===== src/inc/sftc_consts.vh =====
// Purpose: constants for the source frame timing generator
// Assumes: one pixel per ref_clk cycle, counts in pixels and lines
// Notes: widths fixed, limits are the accepted raster bounds
`ifndef SFTC_CONSTS_VH
`define SFTC_CONSTS_VH

// field widths
`define SFTC_CW 12
`define SFTC_SW 14
`define SFTC_DW 30
`define SFTC_FIFO_DEPTH 8
`define SFTC_FIFO_AW 3

// vertical limits, in lines
`define SFTC_VSW_MIN 12'h001
`define SFTC_VBP_MIN 12'h002
`define SFTC_VFP_MIN 12'h001
`define SFTC_TVB_MIN 14'h001e

// horizontal limits, in pixel clocks
`define SFTC_HSW_MIN 12'h001
`define SFTC_HBP_MIN 12'h000
`define SFTC_HFP_MIN 12'h001
`define SFTC_THB_MIN 14'h0050

// active area limits
`define SFTC_LINE_PIX_MIN 12'h500
`define SFTC_LINE_PIX_MAX 12'hf00
`define SFTC_FRAME_LINES_MIN 12'h2d0
`define SFTC_FRAME_LINES_MAX 12'h870

// lane and byte mode codes
`define SFTC_LANES_1 2'h0
`define SFTC_LANES_2 2'h1
`define SFTC_LANES_4 2'h2
`define SFTC_LANES_8 2'h3
`define SFTC_BYTES_3 2'h0
`define SFTC_BYTES_4 2'h1
`define SFTC_BYTES_5 2'h2

// error flag positions
`define SFTC_E_VSW 0
`define SFTC_E_VBP 1
`define SFTC_E_VFP 2
`define SFTC_E_TVB 3
`define SFTC_E_HSW 4
`define SFTC_E_HBP 5
`define SFTC_E_HFP 6
`define SFTC_E_THB 7
`define SFTC_E_LINE_PIX 8
`define SFTC_E_FRAME_LINES 9
`define SFTC_E_LANE 10
`define SFTC_E_BYTE 11
`define SFTC_NERR 12

`endif


===== src/rtl/sftc_fifo.v =====
// Purpose: small pixel fifo between the user stream and the raster
// Assumes: single clock, async active-low reset
// Notes: in_ready comes from a flop, out_valid from the count
`default_nettype none

module sftc_fifo #(
   parameter WIDTH = 30,
   parameter DEPTH = 8,
   parameter AW = 3
) (
   input wire ref_clk,
   input wire rst_n,
   input wire in_valid,
   input wire [WIDTH-1:0] in_data,
   output reg in_ready,
   output wire out_valid,
   output wire [WIDTH-1:0] out_data,
   input wire out_ready
);

   reg [WIDTH-1:0] mem [0:DEPTH-1]; // storage words
   reg [AW-1:0] wr_q; // write pointer
   reg [AW-1:0] rd_q; // read pointer
   reg [AW:0] cnt_q; // words held
   reg [AW:0] cnt_d;
   wire push;
   wire pop;

   assign push = in_valid & in_ready;
   assign pop = out_valid & out_ready;
   assign out_valid = (cnt_q != {(AW+1){1'b0}});
   assign out_data = mem[rd_q];

   // next occupancy
   always @*
   begin
      cnt_d = cnt_q;
      if (push & ~pop)
         cnt_d = cnt_q + 1'b1;
      else if (pop & ~push)
         cnt_d = cnt_q - 1'b1;
   end

   // storage write, no reset needed
   always @(posedge ref_clk)
   begin
      if (push)
         mem[wr_q] <= in_data;
   end

   // pointers, count and registered ready
   always @(posedge ref_clk or negedge rst_n)
   begin
      if (!rst_n)
      begin
         wr_q <= {AW{1'b0}};
         rd_q <= {AW{1'b0}};
         cnt_q <= {(AW+1){1'b0}};
         in_ready <= 1'b0;
      end
      else
      begin
         if (push)
            wr_q <= wr_q + 1'b1;
         if (pop)
            rd_q <= rd_q + 1'b1;
         cnt_q <= cnt_d;
         in_ready <= (cnt_d != DEPTH[AW:0]); // honest full
      end
   end

endmodule // sftc_fifo
`default_nettype wire


===== src/rtl/sftc_source.v =====
// Purpose: video source raster generator feeding the display input
// Assumes: one pixel per ref_clk, config inputs from same-clock logic
// Notes: config is checked and latched only at frame boundaries
// Notes: an illegal setup is refused and flagged, never clamped
// Notes: pixel words drain from a small fifo; a starved slot sends zero
`default_nettype none
`include "sftc_consts.vh"

// Overview of operation
// RL1 - vsync width at least one line
// RL2 - vertical back porch at least two lines
// RL3 - vertical front porch at least one line
// RL4 - total vertical blanking at least thirty lines
// RL5 - vertical blanking is back, front plus sync
// RL6 - vertical blanking split freely, porch minimums kept
// RL7 - hsync width at least one pixel clock
// RL8 - horizontal back porch may be zero
// RL9 - horizontal front porch at least one clock
// RL10 - total horizontal blanking at least eighty clocks
// RL11 - horizontal blanking is back, front plus sync
// RL12 - horizontal blanking split freely, minimums kept
// RL13 - active pixels per line 1280 to 3840
// RL14 - active lines per frame 720 to 2160
// RL15 - line width a multiple of lanes
// RL16 - one, two, four, eight lanes; 3/4/5 bytes
// RL17 - sticky flag names out-of-range timing parameter
module sftc_source (
   // clock and reset
   input wire ref_clk,
   input wire rst_n,
   // control
   input wire run,
   input wire err_clr,
   // frame geometry setup, pixels and lines
   input wire [`SFTC_CW-1:0] cfg_active_pixels_per_line,
   input wire [`SFTC_CW-1:0] cfg_active_lines_per_frame,
   input wire [`SFTC_CW-1:0] cfg_hsw,
   input wire [`SFTC_CW-1:0] cfg_hbp,
   input wire [`SFTC_CW-1:0] cfg_hfp,
   input wire [`SFTC_CW-1:0] cfg_vsw,
   input wire [`SFTC_CW-1:0] cfg_vbp,
   input wire [`SFTC_CW-1:0] cfg_vfp,
   // link mode setup
   input wire [1:0] cfg_lanes,
   input wire [1:0] cfg_bytes,
   // pixel stream in
   input wire pix_valid,
   input wire [`SFTC_DW-1:0] pix_data,
   output wire pix_ready,
   // raster out
   output reg vid_hsync_q,
   output reg vid_vsync_q,
   output reg vid_de_q,
   output reg [`SFTC_DW-1:0] vid_data_q,
   output reg [1:0] vid_lanes_q,
   output reg [1:0] vid_bytes_q,
   // status
   output reg busy_q,
   output reg underrun_q,
   output reg [`SFTC_NERR-1:0] cfg_err_q
);

   localparam ST_IDLE = 1'b0; // waiting for run and legal setup
   localparam ST_RUN = 1'b1; // raster running

   // raster geometry is held in end positions so the decode below
   // is plain compares against the running counters
   reg state_q; // generator state
   reg [`SFTC_SW-1:0] h_q; // pixel position in line
   reg [`SFTC_SW-1:0] v_q; // line position in frame
   reg [`SFTC_SW-1:0] hs_end_q; // first clock after hsync
   reg [`SFTC_SW-1:0] ha_beg_q; // first active pixel
   reg [`SFTC_SW-1:0] ha_end_q; // first front porch pixel
   reg [`SFTC_SW-1:0] h_last_q; // last clock of line
   reg [`SFTC_SW-1:0] vs_end_q; // first line after vsync
   reg [`SFTC_SW-1:0] va_beg_q; // first active line
   reg [`SFTC_SW-1:0] va_end_q; // first front porch line
   reg [`SFTC_SW-1:0] v_last_q; // last line of frame

   // sums run two bits wider than the setup fields so that three
   // maximal parts never wrap
   wire [`SFTC_SW-1:0] thb; // total horizontal blanking
   wire [`SFTC_SW-1:0] tvb; // total vertical blanking
   wire [`SFTC_SW-1:0] ha_beg_d;
   wire [`SFTC_SW-1:0] va_beg_d;
   wire [`SFTC_SW-1:0] ha_end_d;
   wire [`SFTC_SW-1:0] va_end_d;
   reg [`SFTC_CW-1:0] lane_mask; // low bits that must be zero
   reg [`SFTC_NERR-1:0] err_now; // violations of present setup
   wire legal; // setup may be used
   wire line_end;
   wire frame_end;
   wire h_act;
   wire v_act;
   wire de_now; // active pixel this cycle
   wire fifo_valid;
   wire [`SFTC_DW-1:0] fifo_data;
   wire pop;
   wire load; // latch setup this cycle

   // blanking totals from the three parts
   // the totals are judged on their own as well as each part, so a
   // setup with every part at its minimum is still refused
   // sync comes first, then back porch, active area, front porch
   assign thb = {2'b00, cfg_hsw} + {2'b00, cfg_hbp} + {2'b00, cfg_hfp}; // RL11
   assign tvb = {2'b00, cfg_vsw} + {2'b00, cfg_vbp} + {2'b00, cfg_vfp}; // RL5
   assign ha_beg_d = {2'b00, cfg_hsw} + {2'b00, cfg_hbp};
   assign va_beg_d = {2'b00, cfg_vsw} + {2'b00, cfg_vbp};
   assign ha_end_d = ha_beg_d + {2'b00, cfg_active_pixels_per_line};
   assign va_end_d = va_beg_d + {2'b00, cfg_active_lines_per_frame};

   // lane count to divisibility mask
   // lane counts are powers of two, so a multiple test is a mask
   // of the low bits instead of a divider
   always @*
   begin
      case (cfg_lanes)
         `SFTC_LANES_1: lane_mask = 12'h000;
         `SFTC_LANES_2: lane_mask = 12'h001;
         `SFTC_LANES_4: lane_mask = 12'h003;
         `SFTC_LANES_8: lane_mask = 12'h007;
         default: lane_mask = 12'h000;
      endcase
   end

   // per-parameter range check of the setup
   // every violation gets its own bit so software can see all of
   // them at once; the horizontal back porch minimum is zero and never trips
   // an unused byte code is treated as an illegal setup
   always @*
   begin
      err_now = {`SFTC_NERR{1'b0}};
      err_now[`SFTC_E_VSW] = (cfg_vsw < `SFTC_VSW_MIN); // RL1
      err_now[`SFTC_E_VBP] = (cfg_vbp < `SFTC_VBP_MIN); // RL2
      err_now[`SFTC_E_VFP] = (cfg_vfp < `SFTC_VFP_MIN); // RL3
      err_now[`SFTC_E_TVB] = (tvb < `SFTC_TVB_MIN); // RL4
      err_now[`SFTC_E_HSW] = (cfg_hsw < `SFTC_HSW_MIN); // RL7
      err_now[`SFTC_E_HBP] = (cfg_hbp < `SFTC_HBP_MIN); // RL8
      err_now[`SFTC_E_HFP] = (cfg_hfp < `SFTC_HFP_MIN); // RL9
      err_now[`SFTC_E_THB] = (thb < `SFTC_THB_MIN); // RL10
      err_now[`SFTC_E_LINE_PIX] = (cfg_active_pixels_per_line < `SFTC_LINE_PIX_MIN)
                                  | (cfg_active_pixels_per_line > `SFTC_LINE_PIX_MAX); // RL13
      err_now[`SFTC_E_FRAME_LINES] = (cfg_active_lines_per_frame < `SFTC_FRAME_LINES_MIN)
                                     | (cfg_active_lines_per_frame > `SFTC_FRAME_LINES_MAX); // RL14
      err_now[`SFTC_E_LANE] = ((cfg_active_pixels_per_line & lane_mask) != 12'h000); // RL15
      err_now[`SFTC_E_BYTE] = (cfg_bytes != `SFTC_BYTES_3) & (cfg_bytes != `SFTC_BYTES_4)
                              & (cfg_bytes != `SFTC_BYTES_5); // RL16
   end

   // each part checked on its own, split of blanking is free
   assign legal = (err_now == {`SFTC_NERR{1'b0}}); // RL6 RL12

   // raster position decode
   // compares use the latched geometry, so a setup change in mid
   // frame cannot tear the running raster
   assign line_end = (h_q == h_last_q);
   assign frame_end = line_end & (v_q == v_last_q);
   assign h_act = (h_q >= ha_beg_q) & (h_q < ha_end_q);
   assign v_act = (v_q >= va_beg_q) & (v_q < va_end_q);
   assign de_now = (state_q == ST_RUN) & h_act & v_act;
   assign pop = de_now & fifo_valid;

   // setup is taken at start and at every frame end
   // after reset, until a setup is latched, the idle decode also sees a frame end, which is harmless
   // because the idle branch ignores it
   assign load = run & legal & ((state_q == ST_IDLE) | frame_end);

   // pixel buffer in the data path
   // the user may fill it before run so the first line starts fed
   sftc_fifo #(
      .WIDTH(`SFTC_DW),
      .DEPTH(`SFTC_FIFO_DEPTH),
      .AW(`SFTC_FIFO_AW)
   ) u_fifo (
      .ref_clk(ref_clk),
      .rst_n(rst_n),
      .in_valid(pix_valid),
      .in_data(pix_data),
      .in_ready(pix_ready),
      .out_valid(fifo_valid),
      .out_data(fifo_data),
      .out_ready(pop)
   );

   // state and raster counters
   // the generator only ever stops on a frame edge, so a sink never
   // sees a cut frame; dropping run mid frame finishes the frame
   // first, and an illegal new setup parks the generator idle
   // until a legal one is presented
   always @(posedge ref_clk or negedge rst_n)
   begin
      if (!rst_n)
      begin
         state_q <= ST_IDLE;
         h_q <= {`SFTC_SW{1'b0}};
         v_q <= {`SFTC_SW{1'b0}};
      end
      else
      begin
         case (state_q)
            ST_IDLE:
            begin
               h_q <= {`SFTC_SW{1'b0}};
               v_q <= {`SFTC_SW{1'b0}};
               if (load)
                  state_q <= ST_RUN;
            end
            ST_RUN:
            begin
               if (frame_end)
               begin
                  h_q <= {`SFTC_SW{1'b0}};
                  v_q <= {`SFTC_SW{1'b0}};
                  if (!load)
                     state_q <= ST_IDLE; // stop only on a frame edge
               end
               else if (line_end)
               begin
                  h_q <= {`SFTC_SW{1'b0}};
                  v_q <= v_q + 1'b1;
               end
               else
                  h_q <= h_q + 1'b1;
            end
            default:
               state_q <= ST_IDLE;
         endcase
      end
   end

   // latched frame geometry, changed only between frames
   // last positions are stored minus one so the wrap compare is a
   // plain equality on the counter
   always @(posedge ref_clk or negedge rst_n)
   begin
      if (!rst_n)
      begin
         hs_end_q <= {`SFTC_SW{1'b0}};
         ha_beg_q <= {`SFTC_SW{1'b0}};
         ha_end_q <= {`SFTC_SW{1'b0}};
         h_last_q <= {`SFTC_SW{1'b0}};
         vs_end_q <= {`SFTC_SW{1'b0}};
         va_beg_q <= {`SFTC_SW{1'b0}};
         va_end_q <= {`SFTC_SW{1'b0}};
         v_last_q <= {`SFTC_SW{1'b0}};
         vid_lanes_q <= `SFTC_LANES_1;
         vid_bytes_q <= `SFTC_BYTES_3;
      end
      else if (load)
      begin
         hs_end_q <= {2'b00, cfg_hsw};
         ha_beg_q <= ha_beg_d;
         ha_end_q <= ha_end_d;
         h_last_q <= ha_end_d + {2'b00, cfg_hfp} - 1'b1;
         vs_end_q <= {2'b00, cfg_vsw};
         va_beg_q <= va_beg_d;
         va_end_q <= va_end_d;
         v_last_q <= va_end_d + {2'b00, cfg_vfp} - 1'b1;
         vid_lanes_q <= cfg_lanes; // RL16
         vid_bytes_q <= cfg_bytes;
      end
   end

   // registered video outputs, one cycle behind position
   // every output leaves a flop so the far side sees clean edges;
   // syncs are active high and start at position zero
   always @(posedge ref_clk or negedge rst_n)
   begin
      if (!rst_n)
      begin
         vid_hsync_q <= 1'b0;
         vid_vsync_q <= 1'b0;
         vid_de_q <= 1'b0;
         vid_data_q <= {`SFTC_DW{1'b0}};
         busy_q <= 1'b0;
      end
      else
      begin
         vid_hsync_q <= (state_q == ST_RUN) & (h_q < hs_end_q); // RL7
         vid_vsync_q <= (state_q == ST_RUN) & (v_q < vs_end_q); // RL1
         vid_de_q <= de_now;
         vid_data_q <= pop ? fifo_data : {`SFTC_DW{1'b0}}; // blank when starved
         busy_q <= (state_q == ST_RUN);
      end
   end

   // sticky flags; a new event beats a clear in the same cycle
   // config flags are only refreshed where the setup is judged, so
   // a clear between judgements leaves them empty until the next
   always @(posedge ref_clk or negedge rst_n)
   begin
      if (!rst_n)
      begin
         cfg_err_q <= {`SFTC_NERR{1'b0}};
         underrun_q <= 1'b0;
      end
      else
      begin
         if (run & ((state_q == ST_IDLE) | frame_end))
            cfg_err_q <= (err_clr ? {`SFTC_NERR{1'b0}} : cfg_err_q) | err_now; // RL17
         else if (err_clr)
            cfg_err_q <= {`SFTC_NERR{1'b0}};
         underrun_q <= (err_clr ? 1'b0 : underrun_q) | (de_now & ~fifo_valid);
      end
   end

endmodule // sftc_source
`default_nettype wire


===== config.mk =====
export PLATFORM = sky130hd
export DESIGN_NAME = sftc_source
export DESIGN_NICKNAME = d
export VERILOG_FILES = /design/src/rtl/sftc_fifo.v /design/src/rtl/sftc_source.v
export VERILOG_INCLUDE_DIRS = /design/src /design/src/inc
export SDC_FILE = /design/constraint.sdc
export NUM_CORES = 1
export LEC_CHECK = 0
export BUFFER_PORTS_ARGS = -buffer_cell sky130_fd_sc_hd__buf_4
export CELL_PAD_IN_SITES_DETAIL_PLACEMENT = 0
export CELL_PAD_IN_SITES_GLOBAL_PLACEMENT = 1
export CORE_UTILIZATION = 47
export CTS_BUF_LIST = sky130_fd_sc_hd__clkbuf_2
export DETAILED_ROUTE_END_ITERATION = 16
export GPL_TIMING_DRIVEN = 0
export PLACE_DENSITY = 0.84
export SYNTH_ARGS = -nofsm -noshare
export SYNTH_HDL_FRONTEND = slang
export SYNTH_HIERARCHICAL = 1
export SYNTH_SLANG_ARGS = --single-unit

===== constraint.sdc =====
create_clock -name ref_clk -period 4.04 [get_ports ref_clk]
set_input_delay 0.404 -clock ref_clk [delete_from_list [all_inputs] [get_ports ref_clk]]
set_output_delay 0.404 -clock ref_clk [all_outputs]
set_load 0.02 [all_outputs]

==> results.toml, run 1 <==
[final_layout]
final_common_cell = "sky130_fd_sc_hd__edfxtp_1"
layout_common_cells = "sky130_fd_sc_hd__edfxtp_1, sky130_fd_sc_hd__dfrtp_1, sky130_fd_sc_hd__buf_4"
fillerInstances = 3957
post_route_cells_drive_above_1_share_pct = 25.72
finalNetCount = 2712
layout_area_overhead_pct = 26.00
fin_util_pct = 60.18

[worst_setup_path]
setup.worst_path.start = "cfg_vsw[1]"
cp_common_cell = "sky130_fd_sc_hd__nand2_1"
worstSetupStartpointType = "input port"
worst-r2r-setup-slack_ns = 0.19
worstSetupEndpoint = "v_last_q[4]"
cells_along_the_critical_path = "buf_4 -> ha_4 -> a21o_1 -> a21oi_2 -> nor2b_1 -> o211ai_1 -> nand2_1 -> a41oi_2 -> a21oi_1 -> xor2_2 -> ha_1 -> a2111oi_2 -> nand2_1 -> nor4_2 -> o2111ai_1 -> a311oi_1 -> nand4b_1 -> and4bb_4 -> buf_6 -> buf_8 -> mux2_4"
worstPathMaxFanout = 10
critical-path-max-stage-delay_ns = 0.33
worst_ep_required_time_ns = 5.01
timing.setup.critical_path_class = "in2reg"
r2r-start = "h_q[2]"
ff2ff_path_depth = 8
critical_path.slowest_cell = "sky130_fd_sc_hd__a2111oi_2"
worst_r2r_endpoint = "vid_bytes_q[1]"
worstSetupEndpointType = "flip-flop"
timing.critical_path.arrival_ns = 4.93

[flow_run]
drv.max_cap_violation_count = 0

[grt]
grt_antenna_before_repair = 4
grt_start_max_net_pins = 101
grt_pass1_vias = 18150
grt_overflow = 0
first_pass_grt_wire_length_um = 100800
groute.usage.overall_pct = 25.23

[synth]
synth_cells = 1852
total_nets_after_synthesis = 2194
async_reset_ff_share_pct = 44.95
synth_enable_flop_cells = 240
synth_top_family_by_area = "multiplexers"
yosys_warnings = 6
mean_instance_size_in_the_synthesized_netlist_um2 = 12.99
post_synthesis_sequential_element_count = 436
yosys.area_share.xor_xnor_pct = 4.332
ys.flop_type = "sky130_fd_sc_hd__edfxtp_1"
synth.yosys.seq_area_share_pct = 50.34
synthesized_cell_area_um2 = 24060
ys_types = 81
synth-compound-area-share_pct = 7.988
synthAdderAreaFrac_pct = 10.98
synthesized_area_fraction_occupied_by_and_or_nand_nor_cells_pct = 8.186
fraction_of_synthesized_area_in_multiplexers_pct = 14.01

[cts]
clock-root-buffer = "sky130_fd_sc_hd__clkbuf_2"
clk-insertion-delay-late_ns = 1.17
clock_tree.buffer_depth = 3
clock_tree.htree_level_count = 3
cts.clk_slew.worst_paths_ns = 0.09
cts_tree = "yes"
clkSinkCount = 436
cts_buffers = 110

[timing]
worst_slew_margin_rel_pct = 4.147
report.final.hold_viol_count = 0
final_clock_skew_ns = 0.09831
worst_pin_slew_ns = 1.423
finalMaxSlewViolations = 0
finalSetupViolCount = 0
finalHoldWorstSlack_ns = 0.08564
grt_setup_unrepaired = "yes"
fin_ws_ns = 0.07736
layout_worst_path_cycle_share_pct = 98.09
fin_crit_ns = 3.963
max_freq_ghz = 0.2524

[drt]
drt-wirelength-per-cell_um = 20.90
drt-initial-drc-count = 1017
routed_via_density = 5.488
drtAntennaViolNets = 0
totalWireLength_um = 65620
detailroute.via_count = 17230
drc_viols = 0
detail_route.first_pass.iterations = 7

[outcome]
outcome = "complete, no violations"

[placement]
placement.setup.worst_slack_ns = -1.281
gp_congestion = 0.8914
hpwl_um = 44510
port_buffers = 185

[die]
core_area_um2 = 50380
floorplan.initialDensity_pct = 47.76
chipWidth_um = 228.2
floorplan.die_area_um2 = 52100
floorplan.die.height_um = 228.2
num_io_pins = 187
fp-row-count = 82

[pwr]
power.ir.vdd_worst_v = 0.0004155
power.leakage_uw = 0.01322
power_density_nw_per_um2 = 526.2

[min_path]
min_path_type = "in2reg"
## through the flow
stage	area (um2)	std cells	TNS (ns)	power [uW]
floorplan	24350	1852	-4.528	10630
global placement	26580	2709	-356.63	12160
detailed placement	26960	2731	-155.08	12490
CTS	29940	3126	0	15810
global route	30310	3140	-0.5017	17000
finish	30310	3140	0	15950
## logic make-up (layout without fill, tap and decap cells)
group	Yosys count	after routing
compound gates	285	285
other cells	1	4
flops	436	436
xor+xnor	119	119
simple gates	369	369
fa+ha+maj	207	207
mux	205	205
buf+inv	230	843
## cell usage after synthesis (22+ instances only)
cell type                  count  area (um2)
sky130_fd_sc_hd__a21o_1       35       262.8
sky130_fd_sc_hd__a21oi_1      79       395.4
sky130_fd_sc_hd__and2_1       31       193.9
sky130_fd_sc_hd__dfrtp_1     196        4905
sky130_fd_sc_hd__edfxtp_1    240        7207
sky130_fd_sc_hd__ha_1        200        2502
sky130_fd_sc_hd__inv_1       185       694.4
sky130_fd_sc_hd__mux2_2       53       596.8
sky130_fd_sc_hd__mux2_4       56       840.8
sky130_fd_sc_hd__mux2i_1      36       360.4
sky130_fd_sc_hd__mux4_1       59        1550
sky130_fd_sc_hd__nand2_1      63       236.5
sky130_fd_sc_hd__nand3_1      40       200.2
sky130_fd_sc_hd__nand4_1      22       137.6
sky130_fd_sc_hd__nor2_1       76       285.3
sky130_fd_sc_hd__nor2b_1      23       143.9
sky130_fd_sc_hd__nor4_1       29       181.4
sky130_fd_sc_hd__o21ai_0      49       245.2
sky130_fd_sc_hd__xnor2_1      56       490.5
sky130_fd_sc_hd__xor2_1       63       551.8
## state kept, by name, indices dropped and copies added, names as in the netlist, 2 cells and up
register,cells
u_fifo/cnt_q,4
ha_end_q,14
u_fifo/wr_q,3
u_fifo/mem,240
ha_beg_q,13
h_last_q,14
u_fifo/rd_q,3
vid_bytes_q,2
vs_end_q,12
vid_data_q,30
v_last_q,14
hs_end_q,12
va_end_q,14
h_q,14
cfg_err_q,11
v_q,14
va_beg_q,13
vid_lanes_q,2
## power by group
part | total, uW | switching (uW) | internal, uW
clock network | 3050 | 1920 | 1130
registers | 6250 | 555 | 5700
logic | 6650 | 3410 | 3240
## worst max-delay path: cells and delay by family
kind / cells / cell delay (ns)
xor gates and xnor gates: 1 / 0.22
and+or+nand+nor: 6 / 1.27
muxes: 1 / 0.30
AOI/OAI and AO/OA: 8 / 1.76
buffers and inverters: 3 / 0.49
adders and majority gates: 2 / 0.47
## worst min-delay path by stage
stage | startpoint | end | slack [ns] | cells after the start
global placement | cfg_err_q[1] | cfg_err_q[1] | 0.48 | 1
global route | pix_data[5] | u_fifo/mem[2][5] | 0.004 | 2
finish | cfg_hbp[2] | ha_beg_q[3] | 0.09 | 5
CTS | pix_data[7] | u_fifo/mem[3][7] | 0.003 | 2
detailed placement | cfg_err_q[1] | cfg_err_q[1] | 0.48 | 1
floorplan | rst_n | busy_q | 0.11 | 0
## layout make-up
| type | count | area [um2] | area share (%) |
|---|---|---|---|
| clock buffers | 165 | 825.8 | 2.724 |
| inverters | 186 | 698.2 | 2.303 |
| well taps | 672 | 840.8 | 2.774 |
| multi-input cells | 1186 | 11580 | 38.20 |
| repair buffers | 406 | 3709 | 12.23 |
| clock inverters | 42 | 209.0 | 0.6893 |
| flip-flops and latches | 436 | 12110 | 39.96 |
| diodes | 3 | 7.507 | 0.02476 |
| plain buffers | 44 | 331.6 | 1.094 |
## per-layer routing
layer,vias up,global-route usage (%),wire [um]
li1,7992,-,-
met2,570,43.42,32980
met4,2,10.74,2161
met1,8499,30.71,26490
met3,169,5.188,3976
met5,-,0,12
## what timing repair did
| action | in CTS | in global routing |
|---|---|---|
| pin swaps | 1 | 17 |
| buffers inserted | 0 | 5 |
| gates resized for setup | 10 | 47 |
| endpoints found under the setup margin | 100 | 113 |
| endpoints found under the hold margin | 543 | 5 |
| hold buffers | 188 | 6 |
Note: power is estimated with default switching activity, not from simulation.
==> run 2, diff against run 1 <==
- ABC_CLOCK_PERIOD_IN_PS: unset -> 4040
- PLACE_DENSITY: 0.84 -> unset
- PLACE_DENSITY_LB_ADDON: unset -> 0.15
==> results.toml, run 2 (synthesis gave the netlist of run 1 again) <==
[timing]
max_freq_ghz = 0.2536
layout_worst_path_cycle_share_pct = 97.59
finalSetupViolCount = 0
finalMaxSlewViolations = 0
report.final.hold_viol_count = 0
finalHoldWorstSlack_ns = 0.09832
worst_slew_margin_rel_pct = 28.91
worst_pin_slew_ns = 1.055
final_clock_skew_ns = 0.05507
fin_crit_ns = 3.943
tns_ns = 0

[worst_setup_path]
timing.critical_path.arrival_ns = 4.94
worstSetupStartpointType = "input port"
ff2ff_path_depth = 13
worst_ep_required_time_ns = 5.04
worstSetupEndpointType = "flip-flop"
critical_path.slowest_cell = "sky130_fd_sc_hd__dlygate4sd3_1"
cells_along_the_critical_path = "buf_4 -> ha_4 -> dlygate4sd3_1 -> xnor2_4 -> ha_1 -> nor2b_1 -> o31a_1 -> o21ai_1 -> a21boi_1 -> a21o_1 -> a21oi_2 -> xor2_1 -> ha_1 -> inv_2 -> ha_4 -> nand3_1 -> nand2_1 -> a41oi_2 -> nor2b_2 -> xnor2_1 -> mux2_4"
worstSetupEndpoint = "v_last_q[11]"
timing.setup.critical_path_class = "in2reg"
r2r-start = "v_q[7]"
setup.worst_path.start = "cfg_vsw[2]"
worst_r2r_endpoint = "u_fifo/in_ready"
worst-r2r-setup-slack_ns = 0.27
critical-path-max-stage-delay_ns = 0.62
worstPathMaxFanout = 5

[placement]
port_buffers = 185
placedCellCount = 2729
gp_congestion = 0.8765
hpwl_um = 45110

[final_layout]
finalNetCount = 2717
finish.cell_count_without_fillers = 3143
reg.largest.list = "u_fifo/mem x240, vid_data_q x30"
layout_area_overhead_pct = 25.66
layout_common_cells = "sky130_fd_sc_hd__edfxtp_1, sky130_fd_sc_hd__dlygate4sd3_1, sky130_fd_sc_hd__dfrtp_1"
post_route_cells_drive_above_1_share_pct = 24.65
largest_register_ffs = 240
final_common_cell = "sky130_fd_sc_hd__edfxtp_1"
fillerInstances = 4121
top_register = "u_fifo/mem"

[drt]
routed_via_density = 5.328
drc_viols = 0
drt-wirelength-per-cell_um = 20.39
drtAntennaViolNets = 0
totalWireLength_um = 64090
detail_route.first_pass.iterations = 5
drt-initial-drc-count = 906
detailroute.via_count = 16750

[cts]
clock_tree.htree_level_count = 3
clock-root-buffer = "sky130_fd_sc_hd__clkbuf_2"
cts_buffers = 112
cts.clk_slew.worst_paths_ns = 0.09
clkSinkCount = 436
cts_tree = "yes"
clk-insertion-delay-late_ns = 1.15
clock_tree.buffer_depth = 3

[die]
chipWidth_um = 228.2
fp-row-count = 82
core_area_um2 = 50380
floorplan.die.height_um = 228.2
floorplan.initialDensity_pct = 47.76
num_io_pins = 187
floorplan.die_area_um2 = 52100

[flow_run]
drv.max_cap_violation_count = 0

[grt]
groute.usage.overall_pct = 24.86
first_pass_grt_wire_length_um = 98260
grt_pass1_vias = 17550
grt_start_max_net_pins = 107
grt_antenna_before_repair = 3
grt_overflow = 0

[min_path]
whs_path_depth = 5
min_path_type = "in2reg"

[pwr]
power.ir.vdd_worst_v = 0.0003240
power.leakage_uw = 0.01316
power_density_nw_per_um2 = 519.4
power.total_uw = 15700

[outcome]
outcome = "complete, no violations"
[run 2: cell count changes in the layout (fill, tap and decap cells not counted), moves of 3 or more]
cell	before	now
sky130_fd_sc_hd__xnor2_1	42	50
sky130_fd_sc_hd__xnor2_2	13	5
sky130_fd_sc_hd__clkbuf_2	165	159
sky130_fd_sc_hd__dlygate4sd3_1	192	198
sky130_fd_sc_hd__clkinv_1	30	34
sky130_fd_sc_hd__buf_6	22	19
sky130_fd_sc_hd__ha_1	184	187
sky130_fd_sc_hd__ha_4	12	9
[run 2: routing by layer]
layer	part of all wire [%]	track usage, %	up-vias	wire length [um]
met3	5.5	6.288	127	3545
met5	0.012	0	-	8
met1	42	30.06	8204	26680
met4	2.9	8.977	2	1863
li1	-	-	8017	-
met2	50	42.84	397	31990
[run 2: critical path: cells and delay by family]
kind | cells | cell delay [ns]
AOI/OAI and AO/OA | 6 | 1.15
adders and majority gates | 4 | 1.11
buffers and inverters | 3 | 0.83
xor gates and xnor gates | 3 | 0.68
and+or+nand+nor | 4 | 0.51
muxes | 1 | 0.26
[run 2: timing repair]
item | in CTS | in global routing
endpoints found under the setup margin | 103 | 113
gates cloned | 0 | 0
pin swaps | 2 | 6
hold endpoints to repair | 545 | 4
resized for setup | 7 | 28
buffers inserted | 3 | 2
hold buffers | 197 | 4
[run 2: stage by stage]
stage          setup slack (ns)  instance area [um2]  util [%]
2_1_floorplan           -0.2915                24350         -
3_3_place_gp             -1.787                26580     52.77
3_5_place_dp             -1.336                26950     53.50
4_1_cts                 0.04859                30040     59.63
5_1_grt                -0.06249                30230     60.01
6_report                0.09740                30230     60.01
[run 2: where the power goes]
part / leakage, uW / total (uW) / switching (uW) / internal (uW)
combinational: 0.00773 / 6410 / 3240 / 3170
clock: 0.000776 / 3040 / 1920 / 1120
sequential: 0.00466 / 6250 / 555 / 5700
[run 2: how the worst min path moves through the flow]
stage                 start            to  slack (ns)
3_5_place_dp   cfg_err_q[8]  cfg_err_q[8]        0.48
6_report         cfg_hbp[3]   ha_beg_q[4]         0.1
2_1_floorplan         rst_n        busy_q        0.11
5_1_grt          cfg_vsw[5]   vs_end_q[5]      -0.008
4_1_cts          cfg_hfp[2]   h_last_q[3]     0.00008
3_3_place_gp   cfg_err_q[1]  cfg_err_q[1]        0.47
[run 2: final cells by class]
type                       count  area (um2)  share of cell area (%)
sequential                   436       12110                   40.07
antenna                        4       10.01                 0.03311
tap                          672       840.8                   2.781
clock inverter                47       250.2                  0.8278
clock buffer                 159       795.8                   2.632
inverter                     186       698.2                   2.310
timing repair buffer         409        3752                   12.41
multi-input combinational   1186       11440                   37.83
buffer                        44       334.1                   1.105
==> run 3, diff against run 2 <==
- CORE_UTILIZATION: 47 -> 37
- SKIP_LAST_GASP: unset -> 1
==> results.toml, run 3 (synthesis gave the netlist of run 1 again) <==
[outcome]
outcome = "complete, no violations"

[min_path]
timing.hold.worst_endpoint = "ha_beg_q[2]"
min_path_type = "in2reg"
hold_startpoint = "cfg_hbp[2]"
whs_path_depth = 4

[timing]
finalSetupViolCount = 0
finalHoldWorstSlack_ns = 0.1215
fin_crit_ns = 4.014
report.final.hold_viol_count = 0
tns_ns = 0
max_freq_ghz = 0.2492
final_clock_skew_ns = 0.09784
grt_setup_unrepaired = "yes"
finalMaxSlewViolations = 0
worst_pin_slew_ns = 1.295
layout_worst_path_cycle_share_pct = 99.35
worst_slew_margin_rel_pct = 12.78

[worst_setup_path]
critical-path-max-stage-delay_ns = 0.43
worstSetupStartpointType = "input port"
timing.critical_path.arrival_ns = 4.93
worst_r2r_endpoint = "u_fifo/cnt_q[3]"
critical_path.slowest_cell = "sky130_fd_sc_hd__a2111o_1"
worst_ep_required_time_ns = 4.96
worstSetupEndpointType = "flip-flop"
worst-r2r-setup-slack_ns = 0.20
timing.setup.critical_path_class = "in2reg"
r2r-start = "h_q[3]"
ff2ff_path_depth = 13
cells_along_the_critical_path = "buf_4 -> ha_4 -> inv_2 -> fa_2 -> nor2b_2 -> o31ai_4 -> nand2_1 -> a211oi_2 -> nor2_2 -> ha_1 -> buf_6 -> a2111o_1 -> a211oi_4 -> o31ai_2 -> o31ai_4 -> xnor2_1 -> o31ai_1 -> nand4b_1 -> buf_4 -> and4bb_4 -> buf_6 -> buf_8 -> mux2_4"
worstPathMaxFanout = 10

[grt]
grt_pass1_vias = 17400
groute.usage.overall_pct = 20.44
grt_start_max_net_pins = 101
first_pass_grt_wire_length_um = 102400
grt_overflow = 0
grt_antenna_before_repair = 5

[drt]
drtAntennaViolNets = 0
totalWireLength_um = 67430
routed_via_density = 5.015
drt-initial-drc-count = 883
drc_viols = 0
detail_route.first_pass.iterations = 5
detailroute.via_count = 16710
drt-wirelength-per-cell_um = 20.24

[die]
chipWidth_um = 257.0
floorplan.die_area_um2 = 66050
floorplan.initialDensity_pct = 37.39
floorplan.die.height_um = 257.0
core_area_um2 = 64350
num_io_pins = 187
fp-row-count = 93

[cts]
clock-root-buffer = "sky130_fd_sc_hd__clkbuf_2"
clk-insertion-delay-late_ns = 1.11
clock_tree.buffer_depth = 3
cts.clk_slew.worst_paths_ns = 0.08
clkSinkCount = 436
cts_tree = "yes"
cts_buffers = 117
clock_tree.htree_level_count = 3

[pwr]
power.ir.vdd_worst_v = 0.0002579
power_density_nw_per_um2 = 520.9
power.total_uw = 15850
power.leakage_uw = 0.01319

[final_layout]
layout_area_overhead_pct = 26.50
reg.largest.list = "u_fifo/mem x240, vid_data_q x30"
final_instance_area_um2 = 30430
post_route_cells_drive_above_1_share_pct = 25.18
finalNetCount = 2718
final_common_cell = "sky130_fd_sc_hd__edfxtp_1"
finish.cell_count_without_fillers = 3331
largest_register_ffs = 240
top_register = "u_fifo/mem"
layout_common_cells = "sky130_fd_sc_hd__edfxtp_1, sky130_fd_sc_hd__buf_4, sky130_fd_sc_hd__dfrtp_1"

[placement]
port_buffers = 185
hpwl_um = 47920
gp_congestion = 0.8405
placedCellCount = 2914
detailed_place.area_um2 = 27200

[flow_run]
drv.max_cap_violation_count = 0
## run 3: timing repair
item,4_1_cts,5_1_grt
gates cloned,0,0
hold buffers,187,5
buffers inserted,2,5
pin swaps,2,7
endpoints found under the setup margin,147,113
hold endpoints to repair,546,5
gates resized for setup,10,23
## run 3: routing by layer
metal,part of all wire [%],track usage [%]
met3,4.3,4.502
met1,45,26.09
met4,1.5,5.142
met5,0,0
met2,49,34.96
## run 3: stage by stage
stage               setup slack, ns  utilization [%]
detailed placement           -1.452            42.26
global placement             -2.051            41.67
finish                      0.02638            47.29
floorplan                   -0.2915                -
global route               -0.01330            47.29
CTS                        0.002447            46.93
## run 3: worst max path at each step
| stage | slack, ns | start | to |
|---|---|---|---|
| floorplan | -0.29 | cfg_hsw[1] | h_last_q[13] |
| global placement | -2.05 | pix_valid | u_fifo/mem[1][19] |
| detailed placement | -1.45 | cfg_hsw[0] | ha_beg_q[4] |
| CTS | 0.002 | h_q[3] | u_fifo/in_ready |
| global route | -0.01 | cfg_hsw[0] | v_last_q[12] |
| finish | 0.03 | cfg_vbp[0] | h_last_q[12] |
## run 3: power breakdown
group | switching, uW | leakage, uW | internal (uW)
Sequential | 569 | 0.00466 | 5700
Clock | 1910 | 0.000815 | 1220
Combinational | 3290 | 0.00772 | 3160
## run 3: critical path, delay by kind of cell
kind | cells | cell delay [ns]
compound gates | 7 | 1.49
simple gates | 5 | 0.91
buf+inv | 6 | 0.86
xor+xnor | 1 | 0.09
mux | 1 | 0.30
fa+ha+maj | 3 | 0.84
## run 3: area by class of cell
type | count | area (um2)
fill | 5785 | 33920
sequential | 436 | 12110
multi-input combinational | 1186 | 11450
timing repair buffer | 406 | 3689
tap | 855 | 1070
clock buffer | 169 | 845.8
inverter | 186 | 698.2
buffer | 43 | 326.6
clock inverter | 44 | 229.0
antenna | 6 | 15.01
